File: config.mk
export PLATFORM = sky130hd
export DESIGN_NAME = psmc_top
export DESIGN_NICKNAME = d
export VERILOG_FILES = /design/src/psmc_pkg.sv /design/src/psmc_wake_if.sv /design/src/psmc_top.sv /design/src/psmc_wake_arb.sv /design/src/psmc_prescaler.sv
export SDC_FILE = /design/constraint.sdc
export NUM_CORES = 1
export LEC_CHECK = 0
export BUFFER_PORTS_ARGS = -buffer_cell sky130_fd_sc_hd__buf_4
export CAP_MARGIN = 0
export CELL_PAD_IN_SITES_DETAIL_PLACEMENT = 2
export CELL_PAD_IN_SITES_GLOBAL_PLACEMENT = 2
export CORE_MARGIN = 3
export CORE_UTILIZATION = 30
export DETAILED_ROUTE_END_ITERATION = 8
export GPL_ROUTABILITY_DRIVEN = 1
export PLACE_DENSITY = 0.82
export SLEW_MARGIN = 20
export SYNTH_ARGS = -nofsm -noshare
export SYNTH_HDL_FRONTEND = slang
export SYNTH_HIERARCHICAL = 1
export SYNTH_SLANG_ARGS = --single-unit
File: constraint.sdc
create_clock -name clock -period 2.3 [get_ports clock]
set_clock_uncertainty 0.1 [all_clocks]
set_input_delay 0.46 -clock clock [delete_from_list [all_inputs] [get_ports clock]]
set_output_delay 0.46 -clock clock [all_outputs]
set_load 0.05 [all_outputs]
File: src/psmc_pkg.sv
// Constants and types for the power save mode control block
package psmc_pkg;
  // ----------------------------------------
  // Mode states, one-hot
  // ----------------------------------------
  typedef enum logic [4:0] {
    PSMC_NORMAL = 5'h01,
    PSMC_DRAIN  = 5'h02,
    PSMC_HALT   = 5'h04,
    PSMC_WATCH  = 5'h08,
    PSMC_STOP   = 5'h10
  } psmc_mode_e;

  // ----------------------------------------
  // Widths and counts
  // ----------------------------------------
  localparam int PSMC_PRIO_W = 3;
  localparam int PSMC_DIV_W = 4;
  localparam logic [3:0] PSMC_PERIPH_DIV = 4'h3;
  localparam logic [3:0] PSMC_WATCH_DIV = 4'hf;
  localparam logic [3:0] PSMC_DIV_RESET = 4'h0;
  localparam int PSMC_RST_SYNC_STAGES = 2;
endpackage

File: src/psmc_wake_if.sv
// Wake request bundle between the mode controller and its arbiter
`timescale 1ns/1ps
interface psmc_wake_if;
  import psmc_pkg::*;
  logic nmi_req;
  logic mint_req;
  logic [PSMC_PRIO_W-1:0] mint_prio;
  logic in_handler;
  logic [PSMC_PRIO_W-1:0] cur_prio;
  logic ints_enabled;
  logic wake;
  logic ack;
  logic branch;
  modport ctrl (output nmi_req, mint_req, mint_prio, in_handler, cur_prio, ints_enabled,
                input wake, ack, branch);
  modport arb (input nmi_req, mint_req, mint_prio, in_handler, cur_prio, ints_enabled,
               output wake, ack, branch);
endinterface

File: src/psmc_top.sv
// Power save mode controller: clock gating, standby entry and wake-up
// Functional notes
// - Cpu-gated standby stops CPU clock only
// - Cpu-gated standby entered only by halt
// - Oscillator and PLL run in cpu-gated standby
// - Oscillator-only standby keeps only watch domain
// - Watch prescaler runs, peripheral prescaler stops
// - Flash power off in oscillator-only standby
// - Full-stop standby halts clock generator entirely
// - Deep standbys entered only by software write
// - Cpu-gated standby holds I/O and state
// - Clock out pin runs when enabled and port does not inhibit; holds in deep standby
// - Fetch until prefetch queue full, then stop
// - Wake on NMI, unmasked interrupt, or reset
// - Any unmasked request wakes, any priority
// - Lower priority inside handler wakes, stays pending
// - Higher priority inside handler acknowledged at wake when interrupts are enabled
// - NMI branches; maskable depends on enable state
// - Higher newer request branches to its vector
// - Reset wake equals ordinary device reset
// - Standby control bits self-clear on cancel
`timescale 1ns/1ps
module psmc_top
  import psmc_pkg::*;
(
  input wire logic clock,
  input wire logic rst,
  input wire logic reset_pin,
  input wire logic halt_exec,
  input wire logic prefetch_full,
  input wire logic psc_wr,
  input wire logic psc_wr_watch,
  input wire logic psc_wr_stop,
  input wire logic nmi_req,
  input wire logic mint_req,
  input wire logic [PSMC_PRIO_W-1:0] mint_prio,
  input wire logic in_handler,
  input wire logic [PSMC_PRIO_W-1:0] cur_prio,
  input wire logic interrupts_enabled_state,
  input wire logic clock_output_enable,
  input wire logic port_inhibit,
  output logic [4:0] mode_q,
  output logic cpu_clk_en_q,
  output logic periph_clk_en_q,
  output logic watch_clk_en_q,
  output logic periph_tick_q,
  output logic watch_tick_q,
  output logic osc_run_q,
  output logic pll_run_q,
  output logic flash_power_q,
  output logic io_hold_q,
  output logic cpu_clock_out_pin_q,
  output logic intc_on_q,
  output logic regulator_on_q,
  output logic reset_circuit_on_q,
  output logic psc_watch_q,
  output logic psc_stop_q,
  output logic wake_q,
  output logic ack_q,
  output logic branch_q,
  output logic next_instr_q,
  output logic sys_reset_q
);
  // ----------------------------------------
  // Reset pin synchroniser
  // ----------------------------------------
  logic rpin_meta_q;
  logic rpin_sync_q;
  logic hard_rst;

  always_ff @(posedge clock) begin
    if (rst) begin
      rpin_meta_q <= 1'b0;
      rpin_sync_q <= 1'b0;
    end else begin
      rpin_meta_q <= reset_pin;
      rpin_sync_q <= rpin_meta_q;
    end
  end

  // Reset pin acts like the ordinary reset in every mode
  assign hard_rst = rst | rpin_sync_q;

  always_ff @(posedge clock) begin
    if (rst) begin
      sys_reset_q <= 1'b1;
    end else begin
      sys_reset_q <= rpin_sync_q;
    end
  end

  // ----------------------------------------
  // Wake arbitration
  // ----------------------------------------
  psmc_wake_if wif ();

  assign wif.nmi_req = nmi_req;
  assign wif.mint_req = mint_req;
  assign wif.mint_prio = mint_prio;
  assign wif.in_handler = in_handler;
  assign wif.cur_prio = cur_prio;
  assign wif.ints_enabled = interrupts_enabled_state;

  psmc_wake_arb u_arb (
    .w(wif.arb)
  );

  // ----------------------------------------
  // Mode state machine
  // ----------------------------------------
  psmc_mode_e mode_d;
  psmc_mode_e mode_r;
  logic standby;
  logic waking;

  assign standby = mode_r != PSMC_NORMAL;
  assign waking = standby && wif.wake;

  always_comb begin
    mode_d = mode_r;
    case (mode_r)
      PSMC_NORMAL: begin
        if (halt_exec) begin
          mode_d = PSMC_DRAIN;
        end else if (psc_wr && psc_wr_stop) begin
          mode_d = PSMC_STOP;
        end else if (psc_wr && psc_wr_watch) begin
          mode_d = PSMC_WATCH;
        end
      end
      PSMC_DRAIN: begin
        if (wif.wake) begin
          mode_d = PSMC_NORMAL;
        end else if (prefetch_full) begin
          mode_d = PSMC_HALT;
        end
      end
      PSMC_HALT: begin
        if (wif.wake) begin
          mode_d = PSMC_NORMAL;
        end
      end
      PSMC_WATCH: begin
        if (wif.wake) begin
          mode_d = PSMC_NORMAL;
        end
      end
      PSMC_STOP: begin
        // Interrupt controller stays alive to see this
        if (wif.wake) begin
          mode_d = PSMC_NORMAL;
        end
      end
      default: begin
        mode_d = PSMC_NORMAL;
      end
    endcase
  end

  always_ff @(posedge clock) begin
    if (hard_rst) begin
      mode_r <= PSMC_NORMAL;
    end else begin
      mode_r <= mode_d;
    end
  end

  always_ff @(posedge clock) begin
    if (hard_rst) begin
      mode_q <= PSMC_NORMAL;
    end else begin
      mode_q <= mode_d;
    end
  end

  // ----------------------------------------
  // Control bits, cleared when the mode ends
  // ----------------------------------------
  always_ff @(posedge clock) begin
    if (hard_rst) begin
      psc_watch_q <= 1'b0;
      psc_stop_q <= 1'b0;
    end else if (mode_d == PSMC_NORMAL) begin
      psc_watch_q <= 1'b0;
      psc_stop_q <= 1'b0;
    end else begin
      psc_watch_q <= mode_d == PSMC_WATCH;
      psc_stop_q <= mode_d == PSMC_STOP;
    end
  end

  // ----------------------------------------
  // Clock gating per mode
  // ----------------------------------------
  logic periph_run;
  logic watch_run;

  // Drain keeps the CPU clock so the prefetch queue can fill
  assign periph_run = (mode_d == PSMC_NORMAL) || (mode_d == PSMC_DRAIN) || (mode_d == PSMC_HALT);
  assign watch_run = periph_run || (mode_d == PSMC_WATCH);

  always_ff @(posedge clock) begin
    if (hard_rst) begin
      cpu_clk_en_q <= 1'b1;
      periph_clk_en_q <= 1'b1;
      watch_clk_en_q <= 1'b1;
    end else begin
      cpu_clk_en_q <= (mode_d == PSMC_NORMAL) || (mode_d == PSMC_DRAIN);
      periph_clk_en_q <= periph_run;
      watch_clk_en_q <= watch_run;
    end
  end

  always_ff @(posedge clock) begin
    if (hard_rst) begin
      osc_run_q <= 1'b1;
      pll_run_q <= 1'b1;
    end else begin
      osc_run_q <= mode_d != PSMC_STOP;
      pll_run_q <= periph_run;
    end
  end

  always_ff @(posedge clock) begin
    if (hard_rst) begin
      flash_power_q <= 1'b1;
    end else begin
      flash_power_q <= mode_d != PSMC_WATCH;
    end
  end

  // Always-on blocks; held high so wake sources are never lost
  always_ff @(posedge clock) begin
    if (rst) begin
      intc_on_q <= 1'b0;
      regulator_on_q <= 1'b0;
      reset_circuit_on_q <= 1'b0;
    end else begin
      intc_on_q <= 1'b1;
      regulator_on_q <= 1'b1;
      reset_circuit_on_q <= 1'b1;
    end
  end

  // CPU state and pins frozen in halt, watch and stop standby, not while draining
  always_ff @(posedge clock) begin
    if (hard_rst) begin
      io_hold_q <= 1'b0;
    end else begin
      io_hold_q <= (mode_d == PSMC_HALT) || (mode_d == PSMC_WATCH) || (mode_d == PSMC_STOP);
    end
  end

  // ----------------------------------------
  // Prescalers
  // ----------------------------------------
  psmc_prescaler u_periph_pre (
    .clock(clock),
    .rst(hard_rst),
    .run(periph_run),
    .div(PSMC_PERIPH_DIV),
    .tick_q(periph_tick_q)
  );

  psmc_prescaler u_watch_pre (
    .clock(clock),
    .rst(hard_rst),
    .run(watch_run),
    .div(PSMC_WATCH_DIV),
    .tick_q(watch_tick_q)
  );

  // ----------------------------------------
  // Processor clock output pin
  // ----------------------------------------
  // Deep standby stops the prescaler, so the pin just holds its level
  always_ff @(posedge clock) begin
    if (hard_rst) begin
      cpu_clock_out_pin_q <= 1'b0;
    end else if (!clock_output_enable || port_inhibit) begin
      cpu_clock_out_pin_q <= 1'b0;
    end else if (periph_tick_q) begin
      cpu_clock_out_pin_q <= ~cpu_clock_out_pin_q;
    end
  end

  // ----------------------------------------
  // Wake outcome to CPU and interrupt controller
  // ----------------------------------------
  always_ff @(posedge clock) begin
    if (hard_rst) begin
      wake_q <= 1'b0;
      ack_q <= 1'b0;
      branch_q <= 1'b0;
      next_instr_q <= 1'b0;
    end else begin
      wake_q <= waking;
      ack_q <= waking && wif.ack;
      branch_q <= waking && wif.branch;
      next_instr_q <= waking && !wif.branch;
    end
  end
endmodule

File: src/psmc_wake_arb.sv
// Wake-up decision from interrupt priority and enable state
`timescale 1ns/1ps
module psmc_wake_arb
  import psmc_pkg::*;
(
  psmc_wake_if.arb w
);
  // ----------------------------------------
  // Priority compare, lower value wins
  // ----------------------------------------
  function automatic logic outranks(input logic [PSMC_PRIO_W-1:0] req,
                                    input logic [PSMC_PRIO_W-1:0] cur);
    outranks = req < cur;
  endfunction

  logic higher;

  always_comb begin
    // Any unmasked request wakes, whatever its level
    w.wake = w.nmi_req | w.mint_req;
    higher = w.nmi_req | (w.mint_req & (!w.in_handler | outranks(w.mint_prio, w.cur_prio)));
    // Lower level inside a handler wakes but stays pending
    w.ack = w.nmi_req | (higher & w.ints_enabled);
    // Newer higher request is taken with the wake
    w.branch = w.ack;
  end
endmodule

File: src/psmc_prescaler.sv
// Gated divider giving one-cycle tick enables
`timescale 1ns/1ps
module psmc_prescaler
  import psmc_pkg::*;
(
  input wire logic clock,
  input wire logic rst,
  input wire logic run,
  input wire logic [PSMC_DIV_W-1:0] div,
  output logic tick_q
);
  logic [PSMC_DIV_W-1:0] cnt_q;

  always_ff @(posedge clock) begin
    if (rst) begin
      cnt_q <= PSMC_DIV_RESET;
    end else if (run) begin
      cnt_q <= (cnt_q == div) ? PSMC_DIV_RESET : cnt_q + 4'h1;
    end
  end

  // Stopped prescaler holds its count, so it resumes in phase
  always_ff @(posedge clock) begin
    if (rst) begin
      tick_q <= 1'b0;
    end else begin
      tick_q <= run && (cnt_q == div);
    end
  end
endmodule

; ---- Word level (Yosys, flattened, before mapping)
; Index checks and enable logic that the tools add are counted.
[totals]
wordCells = 76
input_bits = 20
regBits = 31
[op_classes]
n_mux = 10
eq_ne = 15
n_lt_le_gt_ge = 1
reduce_logical = 19
addsub = 2
bitwise_logic = 8
[ops]
columns = cell, count
row1 = $mux 5, 6
row2 = $pmux 5 s3, 1
row3 = $eq 5x1->1 const B, 2
row4 = $eq 5x2->1 const B, 2
row5 = $eq 5x3->1 const B, 2
row6 = $eq 5x4->1 const B, 2
row7 = $eq 5x5->1 const B, 2
row8 = $add 4x1->4 const B, 2
row9 = $mux 4, 2
row10 = $logic_and 1x1->1, 7
row11 = $logic_or 1x1->1, 6
row12 = $ne 5x1->1 const B, 1
row13 = $ne 5x4->1 const B, 1
row14 = $ne 5x5->1 const B, 1
row15 = $or 1x1->1, 5
row16 = $eq 4x2->1 const B, 1
row17 = $eq 4x4->1 const B, 1
row18 = $reduce_or 2->1, 2
row19 = $logic_not 1->1, 3
row20 = $lt 3x3->1, 1
row21 = $reduce_or 3->1, 1
row22 = $and 1x1->1, 2
row23 = $mux 1, 1
row24 = $not 1->1, 1

; ---- Depth between registers and ports, before layout
; Gate-level depths: netlist of the first run.
[logic_depth]
ltp_word = 10
ltp_mapped = 9
mapped_depth_nobuf = 8

; ---- By module
; Netlist of the first run, hierarchy kept.
[modules_own_cells]
columns = mod, cells_each, seq_area_each_um2, area_each_um2, instances
row1 = psmc_top, 90, 440.4, 874.6, 1
row2 = psmc_prescaler, 28, 100.1, 279.0, 2
row3 = psmc_wake_arb, 12, 0.0, 83.8, 1

; ---- Least setup slack after synthesis of the first run
; Ideal clock, no wire load.
[synth_path]
kind = reg-to-reg
start = register mode_q[3] (netlist name)
end = register u_periph_pre.cnt_q[0]
path_stages_with_launch = 9
slack_ps = 11
period_less_slack_ps = 2289
n_path_buf = 2
arrival_ps = 2103
path_cell_list = dfxtp_1 > buf_6 > or4_4 > nor4b_2 > a31o_2 > nor2_1 > buf_2 > nor4b_2 > a211oi_1
[synth_lines]
columns = item, line
row1 = to (signal assigned), psmc_prescaler.sv:18  ; cnt_q <= (cnt_q == div) ? PSMC_DIV_RESET : cnt_q + 4'h1;
row2 = to (decl), psmc_prescaler.sv:12  ; logic [PSMC_DIV_W-1:0] cnt_q;

==> impl_metrics.json, run 1 <==
{
  "status": "complete, no violations",
  "io_pins": 45,
  "start_kind": "register",
  "path_class": "register to register",
  "cts_buffers": 5,
  "finish.net_count": 241,
  "cts_htree_levels": 2,
  "cp_max_fo": 7,
  "routed_via_density": 4.67,
  "gp_congestion": 0.776,
  "slew_headroom_pct": 62.8,
  "drive_gt1_share_pct": 32.6,
  "root_buffer": "clkbuf_8",
  "power_leakage_uw": 0.000941,
  "syn-cell-area_sq_um": 1520,
  "period_share_pct": 91.3,
  "dp.cells": 277,
  "cts_sinks": 32,
  "ir_drop_mv": 0.309,
  "yosys_warnings": 6,
  "drc": 0,
  "fin_util_pct": 43.0,
  "antenna_left": 0,
  "path_cells": "buf_4, nor4_4, nand2_1, o31ai_4, nor2_2, nand4_1, or3_1, o22ai_1",
  "die_w_um": 77.1,
  "whs_ns": 0.223,
  "start_util_pct": 31.5,
  "fin_crit_ns": 2.10,
  "rows": 25,
  "fin_cells": 285,
  "dieArea_sq_um": 5940,
  "area_delta_synth_final_pct": 36.5,
  "drt_first_iter_violations": 15,
  "fin_area_sq_um": 2070,
  "regToRegSetupSlack_ns": 0.20,
  "endpoint_kind": "register",
  "slew_violations": 0,
  "grt_pass1_vias": 1451,
  "worstMarginPinSlew_ns": 0.558,
  "slowest_delay_ns": 0.51,
  "cp_slowest_cell": "dfxtp_1",
  "required_ns": 2.42,
  "grt_pass1_wl_mm": 7.17,
  "yosysSeqAreaShare_pct": 42.2,
  "path_buf_inv": 1,
  "grt_max_degree": 19,
  "avgSynthCellArea_sq_um": 9.60,
  "cts_buffer_depth": 2,
  "powerDensity_nw_per_um2": 696,
  "fp.dieH_um": 77.1,
  "hp-class": "input port to register",
  "wl_mm": 4.20,
  "syn_inst": 158,
  "cp.arrival_ns": 2.22,
  "detailed_place_hpwl_mm": 3.32,
  "vias": 1332,
  "core_area_sq_um": 4820,
  "clk_pin_slew_ns": 0.07,
  "hold_violations": 0,
  "fmax_ghz": 0.476,
  "antenna_cells": 0,
  "setup_viol": 0,
  "portBuffers": 44,
  "insertion_delay_ns": 0.29,
  "cts_tree": "done",
  "path_delay_family": "simple AND/OR/NAND/NOR gates",
  "postCtsSetupBuffers": 0,
  "firstDrtPassIters": 2,
  "wl_per_cell_um": 14.7,
  "antenna_found_initial": 0,
  "grt.total_usage_pct": 15.3,
  "reg_top3": "mode_q (5), u_periph_pre/cnt_q (4), u_watch_pre/cnt_q (4)",
  "ys_ff_latch": 32,
  "yosysUniqueCellTypes": 46,
  "cap_violations": 0,
  "place_area_sq_um": 1960,
  "nFillCells": 553,
  "largest_reg_flops": 5,
  "largest-register": "mode_q",
  "grt_overflow_total": 0
}
-- cells by family (layout without fill, tap and decap cells) --
kind of cell	count (synthesis)	after routing	synth area share [%]
flops	32	32	42.2
fa+ha+maj	4	4	3.30
compound gates	24	24	12.4
other cells	2	12	0.495
xor+xnor	14	14	8.09
simple gates	64	64	26.5
mux	2	2	1.32
buf+inv	16	66	5.69
-- layout by cell type (no fill, tap or decap), types with 2 or more instances in the layout --
| cell type | n |
|---|---|
| buf_4 | 50 |
| dfxtp_1 | 32 |
| nand2_1 | 12 |
| conb_1 | 12 |
| nor2_1 | 9 |
| xor2_1 | 9 |
| inv_1 | 7 |
| a211oi_1 | 7 |
| clkbuf_8 | 6 |
| nor2b_1 | 5 |
| xnor2_1 | 5 |
| and2_1 | 5 |
| nor3_1 | 4 |
| ha_1 | 4 |
| nor4_1 | 4 |
| nand2b_1 | 3 |
| nand3b_1 | 3 |
| nand3_1 | 2 |
| nor4b_2 | 2 |
| o21ai_0 | 2 |
| o211ai_1 | 2 |
| clkinv_2 | 2 |
| mux2i_1 | 2 |
| nand4_1 | 2 |
| or3_1 | 2 |
| o22ai_1 | 2 |
| and3b_1 | 2 |
-- synthesized netlist by cell type (all sizes together) --
library cell | number | share of area, %
and3 | 1 | 0.41
a211oi | 7 | 3.5
o31ai | 1 | 0.82
mux2i | 2 | 1.3
nor4 | 5 | 3.1
nand2 | 12 | 3.0
o22ai | 2 | 0.82
and2 | 5 | 2.1
buf | 8 | 3.7
a311oi | 1 | 0.99
or3 | 2 | 0.82
nor3 | 5 | 2.0
or3b | 1 | 0.58
and3b | 2 | 1.2
nor4b | 4 | 3.5
nor2b | 5 | 2.1
o21ai | 3 | 0.99
a31oi | 1 | 0.41
nand4 | 2 | 0.82
xor2 | 9 | 5.2
or2 | 1 | 0.41
o211ai | 2 | 0.99
or4 | 1 | 0.74
o22a | 1 | 0.58
nand3b | 3 | 1.5
ha | 4 | 3.3
a31o | 2 | 1.2
a21oi | 1 | 0.33
nand3 | 2 | 0.66
dfxtp | 32 | 42
inv | 8 | 2.0
a211o | 1 | 0.66
o21a | 1 | 0.50
xnor2 | 5 | 2.9
conb | 2 | 0.50
nor2 | 10 | 2.5
o211a | 1 | 0.66
nand2b | 3 | 1.2
-- layer usage --
metal,GRT usage (%),up-vias,share of wire [%]
met1,17.9,635,43
met2,25.5,35,50
met4,6.41,0,1.7
met5,0,-,0
met3,5.05,8,5.5
li1,-,654,-
-- area by class of cell --
type | instances | area (sq um) | share of cell area [%]
well taps | 67 | 83.8 | 4.05
repair buffers | 50 | 375 | 18.1
inverters | 8 | 30.0 | 1.45
multi-input cells | 120 | 847 | 40.9
clock buffers | 6 | 82.6 | 3.99
clock inverters | 2 | 10.0 | 0.484
flip-flops and latches | 32 | 641 | 31.0
-- final timing paths --
| path | startpoint | endpoint | cells past startpoint |
|---|---|---|---|
| worst max-delay path | mode_q[3] | u_periph_pre/cnt_q[3] | 8 |
| worst min-delay path | port_inhibit | cpu_clock_out_pin_q | 2 |
| worst max register to register | mode_q[3] | u_periph_pre/cnt_q[3] | 8 |
| worst min register to register | rpin_meta_q | rpin_sync_q | 1 |
-- metrics by stage --
stage                     TNS (ns)  total power [uW]  setup slack, ns
after global routing      -0.00643              1520         -0.00643
after CTS                        0              1450           0.0906
after global placement           0               977           0.0690
after detailed placement  -0.00777               990         -0.00777
after floorplan                  0               876           0.0106
final                            0              1440            0.201
-- worst reg2reg max path, cell delays in order (launching register included) --
cell and delay [ns]:
dfxtp_1 0.51, buf_4 0.21, nor4_4 0.05, nand2_1 0.12, o31ai_4 0.10, nor2_2 0.29, nand4_1 0.16, or3_1 0.34
o22ai_1 0.16
-- timing repair --
item	in CTS	in global routing
hold buffers	0	0
endpoints found under the setup margin	0	7
resized for setup	0	3
-- power breakdown --
group	switching [uW]	internal, uW	total [uW]
combinational	222	136	358
clock	217	239	455
sequential	36.0	591	627
total	475	966	1440
No activity file was read; power rests on OpenSTA's default activity.
==> run 2: changes to the inputs <==
- CELL_PAD_IN_SITES_DETAIL_PLACEMENT: 2 -> default
- CELL_PAD_IN_SITES_GLOBAL_PLACEMENT: 2 -> default
- CORE_UTILIZATION: 30 -> 35
- PLACE_DENSITY: 0.82 -> 0.62
==> impl_metrics.json, run 2 (synthesis gave the netlist of run 1 again) <==
{
  "status": "complete, no violations",
  "rsz0062_at_grt": "false",
  "wl_per_cell_um": 12.0,
  "reg2regPathDepth": 6,
  "cts_tree": "done",
  "grt_pass1_wl_mm": 5.41,
  "endpoint_kind": "register",
  "antenna_found_initial": 0,
  "cp_max_fo": 7,
  "routed_via_density": 4.74,
  "slew_violations": 0,
  "grt.total_usage_pct": 13.7,
  "rows": 23,
  "p_int_uw": 934,
  "dieArea_sq_um": 5160,
  "cts_buffer_depth": 2,
  "grt_pass1_vias": 1203,
  "vias": 1269,
  "clk_pin_slew_ns": 0.06,
  "fin_crit_ns": 2.05,
  "start_kind": "register",
  "fin_setup_tns_ns": 0,
  "globalRouteMet2Util_pct": 21.1,
  "hold_violations": 0,
  "insertion_delay_ns": 0.28,
  "required_ns": 2.39,
  "start_util_pct": 37.1,
  "setup_viol": 0,
  "antenna_cells": 0,
  "reg_top3": "mode_q (5), u_periph_pre/cnt_q (4), u_watch_pre/cnt_q (4)",
  "p_sw_uw": 435,
  "drive_gt1_share_pct": 32.1,
  "powerDensity_nw_per_um2": 677,
  "p_sw_share_pct": 31.8,
  "final_common_cell": "buf_4",
  "regToRegSetupSlack_ns": 0.25,
  "largest_reg_flops": 5,
  "pwr-share-seq_pct": 45.5,
  "drt_first_iter_violations": 68,
  "fin_util_pct": 49.5,
  "setup.worst_path.start": "mode_q[4]",
  "cts_htree_levels": 2,
  "holdBufCountCts": 0,
  "clkPwrFrac_pct": 29.3,
  "power_leakage_uw": 0.000926,
  "r2r-end": "u_periph_pre/cnt_q[1]",
  "rr_startpoint": "mode_q[4]",
  "grt_max_degree": 19,
  "cp.arrival_ns": 2.14,
  "die_w_um": 71.8,
  "whs_endpoint": "cpu_clock_out_pin_q",
  "cts_sinks": 32,
  "period_share_pct": 89.3,
  "detailed_place_hpwl_mm": 2.52,
  "total_power_uw": 1370,
  "antenna_left": 0,
  "cts_buffers": 5,
  "slew_headroom_pct": 64.5,
  "grt-busiest-layer": "met2",
  "grt_overflow_total": 0,
  "io_pins": 45,
  "worstMarginPinSlew_ns": 0.532,
  "cap_violations": 0,
  "path_class": "register to register",
  "fp.dieH_um": 71.8,
  "min_from": "port_inhibit",
  "ir_drop_mv": 0.364,
  "firstDrtPassIters": 4,
  "wl_mm": 3.23,
  "core_area_sq_um": 4090,
  "final_cell_mix": "buf_4 (51), dfxtp_1 (32), nand2_1 (12), conb_1 (12)",
  "grt.met1_usage_pct": 16.8,
  "drc": 0,
  "gp_congestion": 0.791,
  "grt_use_met3_pct": 5.75,
  "area_delta_synth_final_pct": 33.4,
  "hold_path_depth": 2,
  "hp-class": "input port to register",
  "root_buffer": "clkbuf_8",
  "portBuffers": 44,
  "fmax_ghz": 0.487,
  "largest-register": "mode_q",
  "finish.net_count": 242,
  "pwr-share-comb_pct": 25.3
}
[run 2: cell type report]
type	instances	area, sq um
Clock buffer	6	72.6
Clock inverter	1	5.00
Fill cell	408	2060
Inverter	8	30.0
Multi-Input combinational cell	120	830
Sequential cell	32	641
Tap cell	50	62.6
Timing Repair Buffer	51	383
[run 2: metal layers]
| layer | part of all wire (%) | wire length, um | up-vias |
|---|---|---|---|
| met5 | 0 | 0 | - |
| met4 | 0.84 | 27 | 0 |
| met3 | 4.9 | 158 | 2 |
| met2 | 48 | 1560 | 20 |
| met1 | 46 | 1480 | 586 |
| li1 | - | - | 661 |
[run 2: stage by stage]
step | hold slack (ns) | area (sq um) | cells | setup slack [ns]
after floorplan | 0.314 | 1550 | 168 | 0.0106
after global placement | 0.329 | 1940 | 261 | 0.0893
after detailed placement | 0.334 | 1940 | 261 | 0.0557
after CTS | 0.234 | 2020 | 268 | 0.152
after global routing | 0.229 | 2020 | 268 | 0.126
final | 0.240 | 2020 | 268 | 0.247
[run 2: power by group through the flow]
stage	registers (uW)	logic [uW]	clock network, uW
CTS	623	347	415
global placement	634	345	0
global route	627	375	444
finish	622	346	400
floorplan	707	169	0
detailed placement	635	346	0
[run 2: worst max path at each step]
stage / end / slack (ns) / cells after the start
6_report: u_periph_pre/cnt_q[1] / 0.25 / 6
5_1_grt: u_periph_pre/cnt_q[0] / 0.13 / 6
4_1_cts: u_periph_pre/cnt_q[3] / 0.15 / 7
3_5_place_dp: u_periph_pre/cnt_q[3] / 0.06 / 8
3_3_place_gp: u_periph_pre/cnt_q[3] / 0.09 / 8
2_1_floorplan: u_periph_pre/cnt_q[0] / 0.01 / 8
[run 2: worst max-delay path, stage by stage (launching register included)]
cell      delay [ns]
dfxtp_1         0.38
or4_4           0.57
nor4b_2         0.21
a31o_2          0.17
nor2_2          0.08
nor4b_2         0.21
a211oi_1        0.24
[run 2: timing repair]
action / in CTS / in global routing
setup endpoints to repair: 0 / 2
buffers inserted: 0 / 0
endpoints found under the hold margin: 0 / 0
resized for setup: 0 / 1
==> run 3: changes to the inputs <==
- CTS_BUF_LIST: default -> sky130_fd_sc_hd__clkbuf_16
- HOLD_SLACK_MARGIN: default -> 0.1
==> impl_metrics.json, run 3 (synthesis gave the netlist of run 1 again) <==
{
  "cts_buffers": 5,
  "grt_max_degree": 19,
  "reg_top3": "mode_q (5), u_periph_pre/cnt_q (4), u_watch_pre/cnt_q (4)",
  "powerDensity_nw_per_um2": 756,
  "cp_max_fo": 7,
  "clkPwrFrac_pct": 38.3,
  "endpoint_kind": "register",
  "hp-class": "input port to register",
  "fin_area_sq_um": 2080,
  "cts_htree_levels": 2,
  "place_area_sq_um": 1940,
  "hold_violations": 0,
  "drc": 0,
  "cts_buffer_depth": 2,
  "portBuffers": 44,
  "slew_headroom_pct": 64.2,
  "cts_resized": 0,
  "area_delta_synth_final_pct": 37.1,
  "fin_util_pct": 50.9,
  "root_buffer": "clkbuf_16",
  "p_sw_share_pct": 29.0,
  "whs_endpoint": "cpu_clock_out_pin_q",
  "final_common_cell": "buf_4",
  "finish.net_count": 242,
  "holdBufCountCts": 0,
  "pwr-share-seq_pct": 39.7,
  "dieArea_sq_um": 5160,
  "postCtsSetupBuffers": 0,
  "regToRegSetupSlack_ns": 0.26,
  "cap_violations": 0,
  "grt_overflow_total": 0,
  "antenna_found_initial": 0,
  "wl_mm": 3.21,
  "fp.dieH_um": 71.8,
  "rr_startpoint": "mode_q[4]",
  "firstDrtPassIters": 4,
  "cts_tree": "done",
  "ir_drop_mv": 0.382,
  "hold_path_depth": 2,
  "pwr-share-comb_pct": 22.0,
  "required_ns": 2.38,
  "reg2regPathDepth": 6,
  "grt.total_usage_pct": 13.7,
  "drive_gt1_share_pct": 32.1,
  "rsz0062_at_grt": "false",
  "antenna_left": 0,
  "grt_pass1_vias": 1196,
  "clk_pin_slew_ns": 0.05,
  "start_util_pct": 37.1,
  "insertion_delay_ns": 0.27,
  "whs_ns": 0.253,
  "period_share_pct": 88.9,
  "power_leakage_uw": 0.000956,
  "start_kind": "register",
  "wl_per_cell_um": 12.0,
  "r2r-end": "u_periph_pre/cnt_q[1]",
  "vias": 1273,
  "final_cell_mix": "buf_4 (51), dfxtp_1 (32), nand2_1 (12), conb_1 (12)",
  "core_area_sq_um": 4090,
  "rows": 23,
  "die_w_um": 71.8,
  "p_int_uw": 1120,
  "slew_violations": 0,
  "fin_setup_tns_ns": 0,
  "grt_pass1_wl_mm": 5.42,
  "p_sw_uw": 455,
  "cp.arrival_ns": 2.12,
  "largest_reg_flops": 5,
  "antenna_cells": 0,
  "detailed_place_hpwl_mm": 2.52,
  "io_pins": 45,
  "fin_crit_ns": 2.04,
  "drt_first_iter_violations": 86,
  "largest-register": "mode_q",
  "cts_sinks": 32,
  "worstMarginPinSlew_ns": 0.536,
  "fmax_ghz": 0.489,
  "status": "complete, no violations",
  "routed_via_density": 4.75,
  "setup_viol": 0,
  "path_class": "register to register",
  "min_from": "port_inhibit",
  "total_power_uw": 1570,
  "gp_congestion": 0.791
}
==> run 3: cell types whose count changed in the layout (fill, tap and decap cells not counted) <==
cell	before	now
clkbuf_8	5	0
inv_1	7	8
clkbuf_16	0	5
clkbuf_1	1	0
==> run 3: critical path, stage by stage, from the launching register on <==
cell	delay, ns
dfxtp_1	0.37
or4_4	0.57
nor4b_2	0.21
a31o_2	0.17
nor2_2	0.08
nor4b_2	0.21
a211oi_1	0.24
==> run 3: metrics by stage <==
| stage | instances | worst slack [ns] |
|---|---|---|
| floorplan | 168 | 0.0106 |
| global placement | 261 | 0.0893 |
| detailed placement | 261 | 0.0557 |
| CTS | 268 | 0.154 |
| global route | 268 | 0.130 |
| finish | 268 | 0.256 |
==> run 3: final cells by class <==
cell class                 count  area, sq um
inverter                       8         30.0
multi-input combinational    120          830
timing repair buffer          51          383
tap                           50         62.6
clock inverter                 2         8.76
clock buffer                   5          125
sequential                    32          641
fill                         405         2010
==> run 3: how the worst max path moves through the flow <==
stage / startpoint / to / slack, ns / depth (start not counted)
after floorplan: mode_q[3] / u_periph_pre/cnt_q[0] / 0.01 / 8
after global placement: nmi_req / u_periph_pre/cnt_q[3] / 0.09 / 8
after detailed placement: mint_req / u_periph_pre/cnt_q[3] / 0.06 / 8
after CTS: mode_q[4] / u_periph_pre/cnt_q[3] / 0.15 / 7
after global routing: mode_q[4] / u_periph_pre/cnt_q[0] / 0.13 / 6
final: mode_q[4] / u_periph_pre/cnt_q[1] / 0.26 / 6
==> run 3: power groups by stage <==
stage | logic [uW] | clock network, uW | registers (uW)
final | 346 | 603 | 624
after global routing | 375 | 649 | 628
after CTS | 347 | 627 | 624
after detailed placement | 346 | 0 | 635
after global placement | 345 | 0 | 634
after floorplan | 169 | 0 | 707
==> run 3: layer usage <==
metal  up-vias  GRT usage [%]  wire [um]
met2        16           21.1       1590
met3         2           5.75        125
met1       594           16.9       1470
li1        661              -          -
met5         -              0          0
met4         0           5.64         29
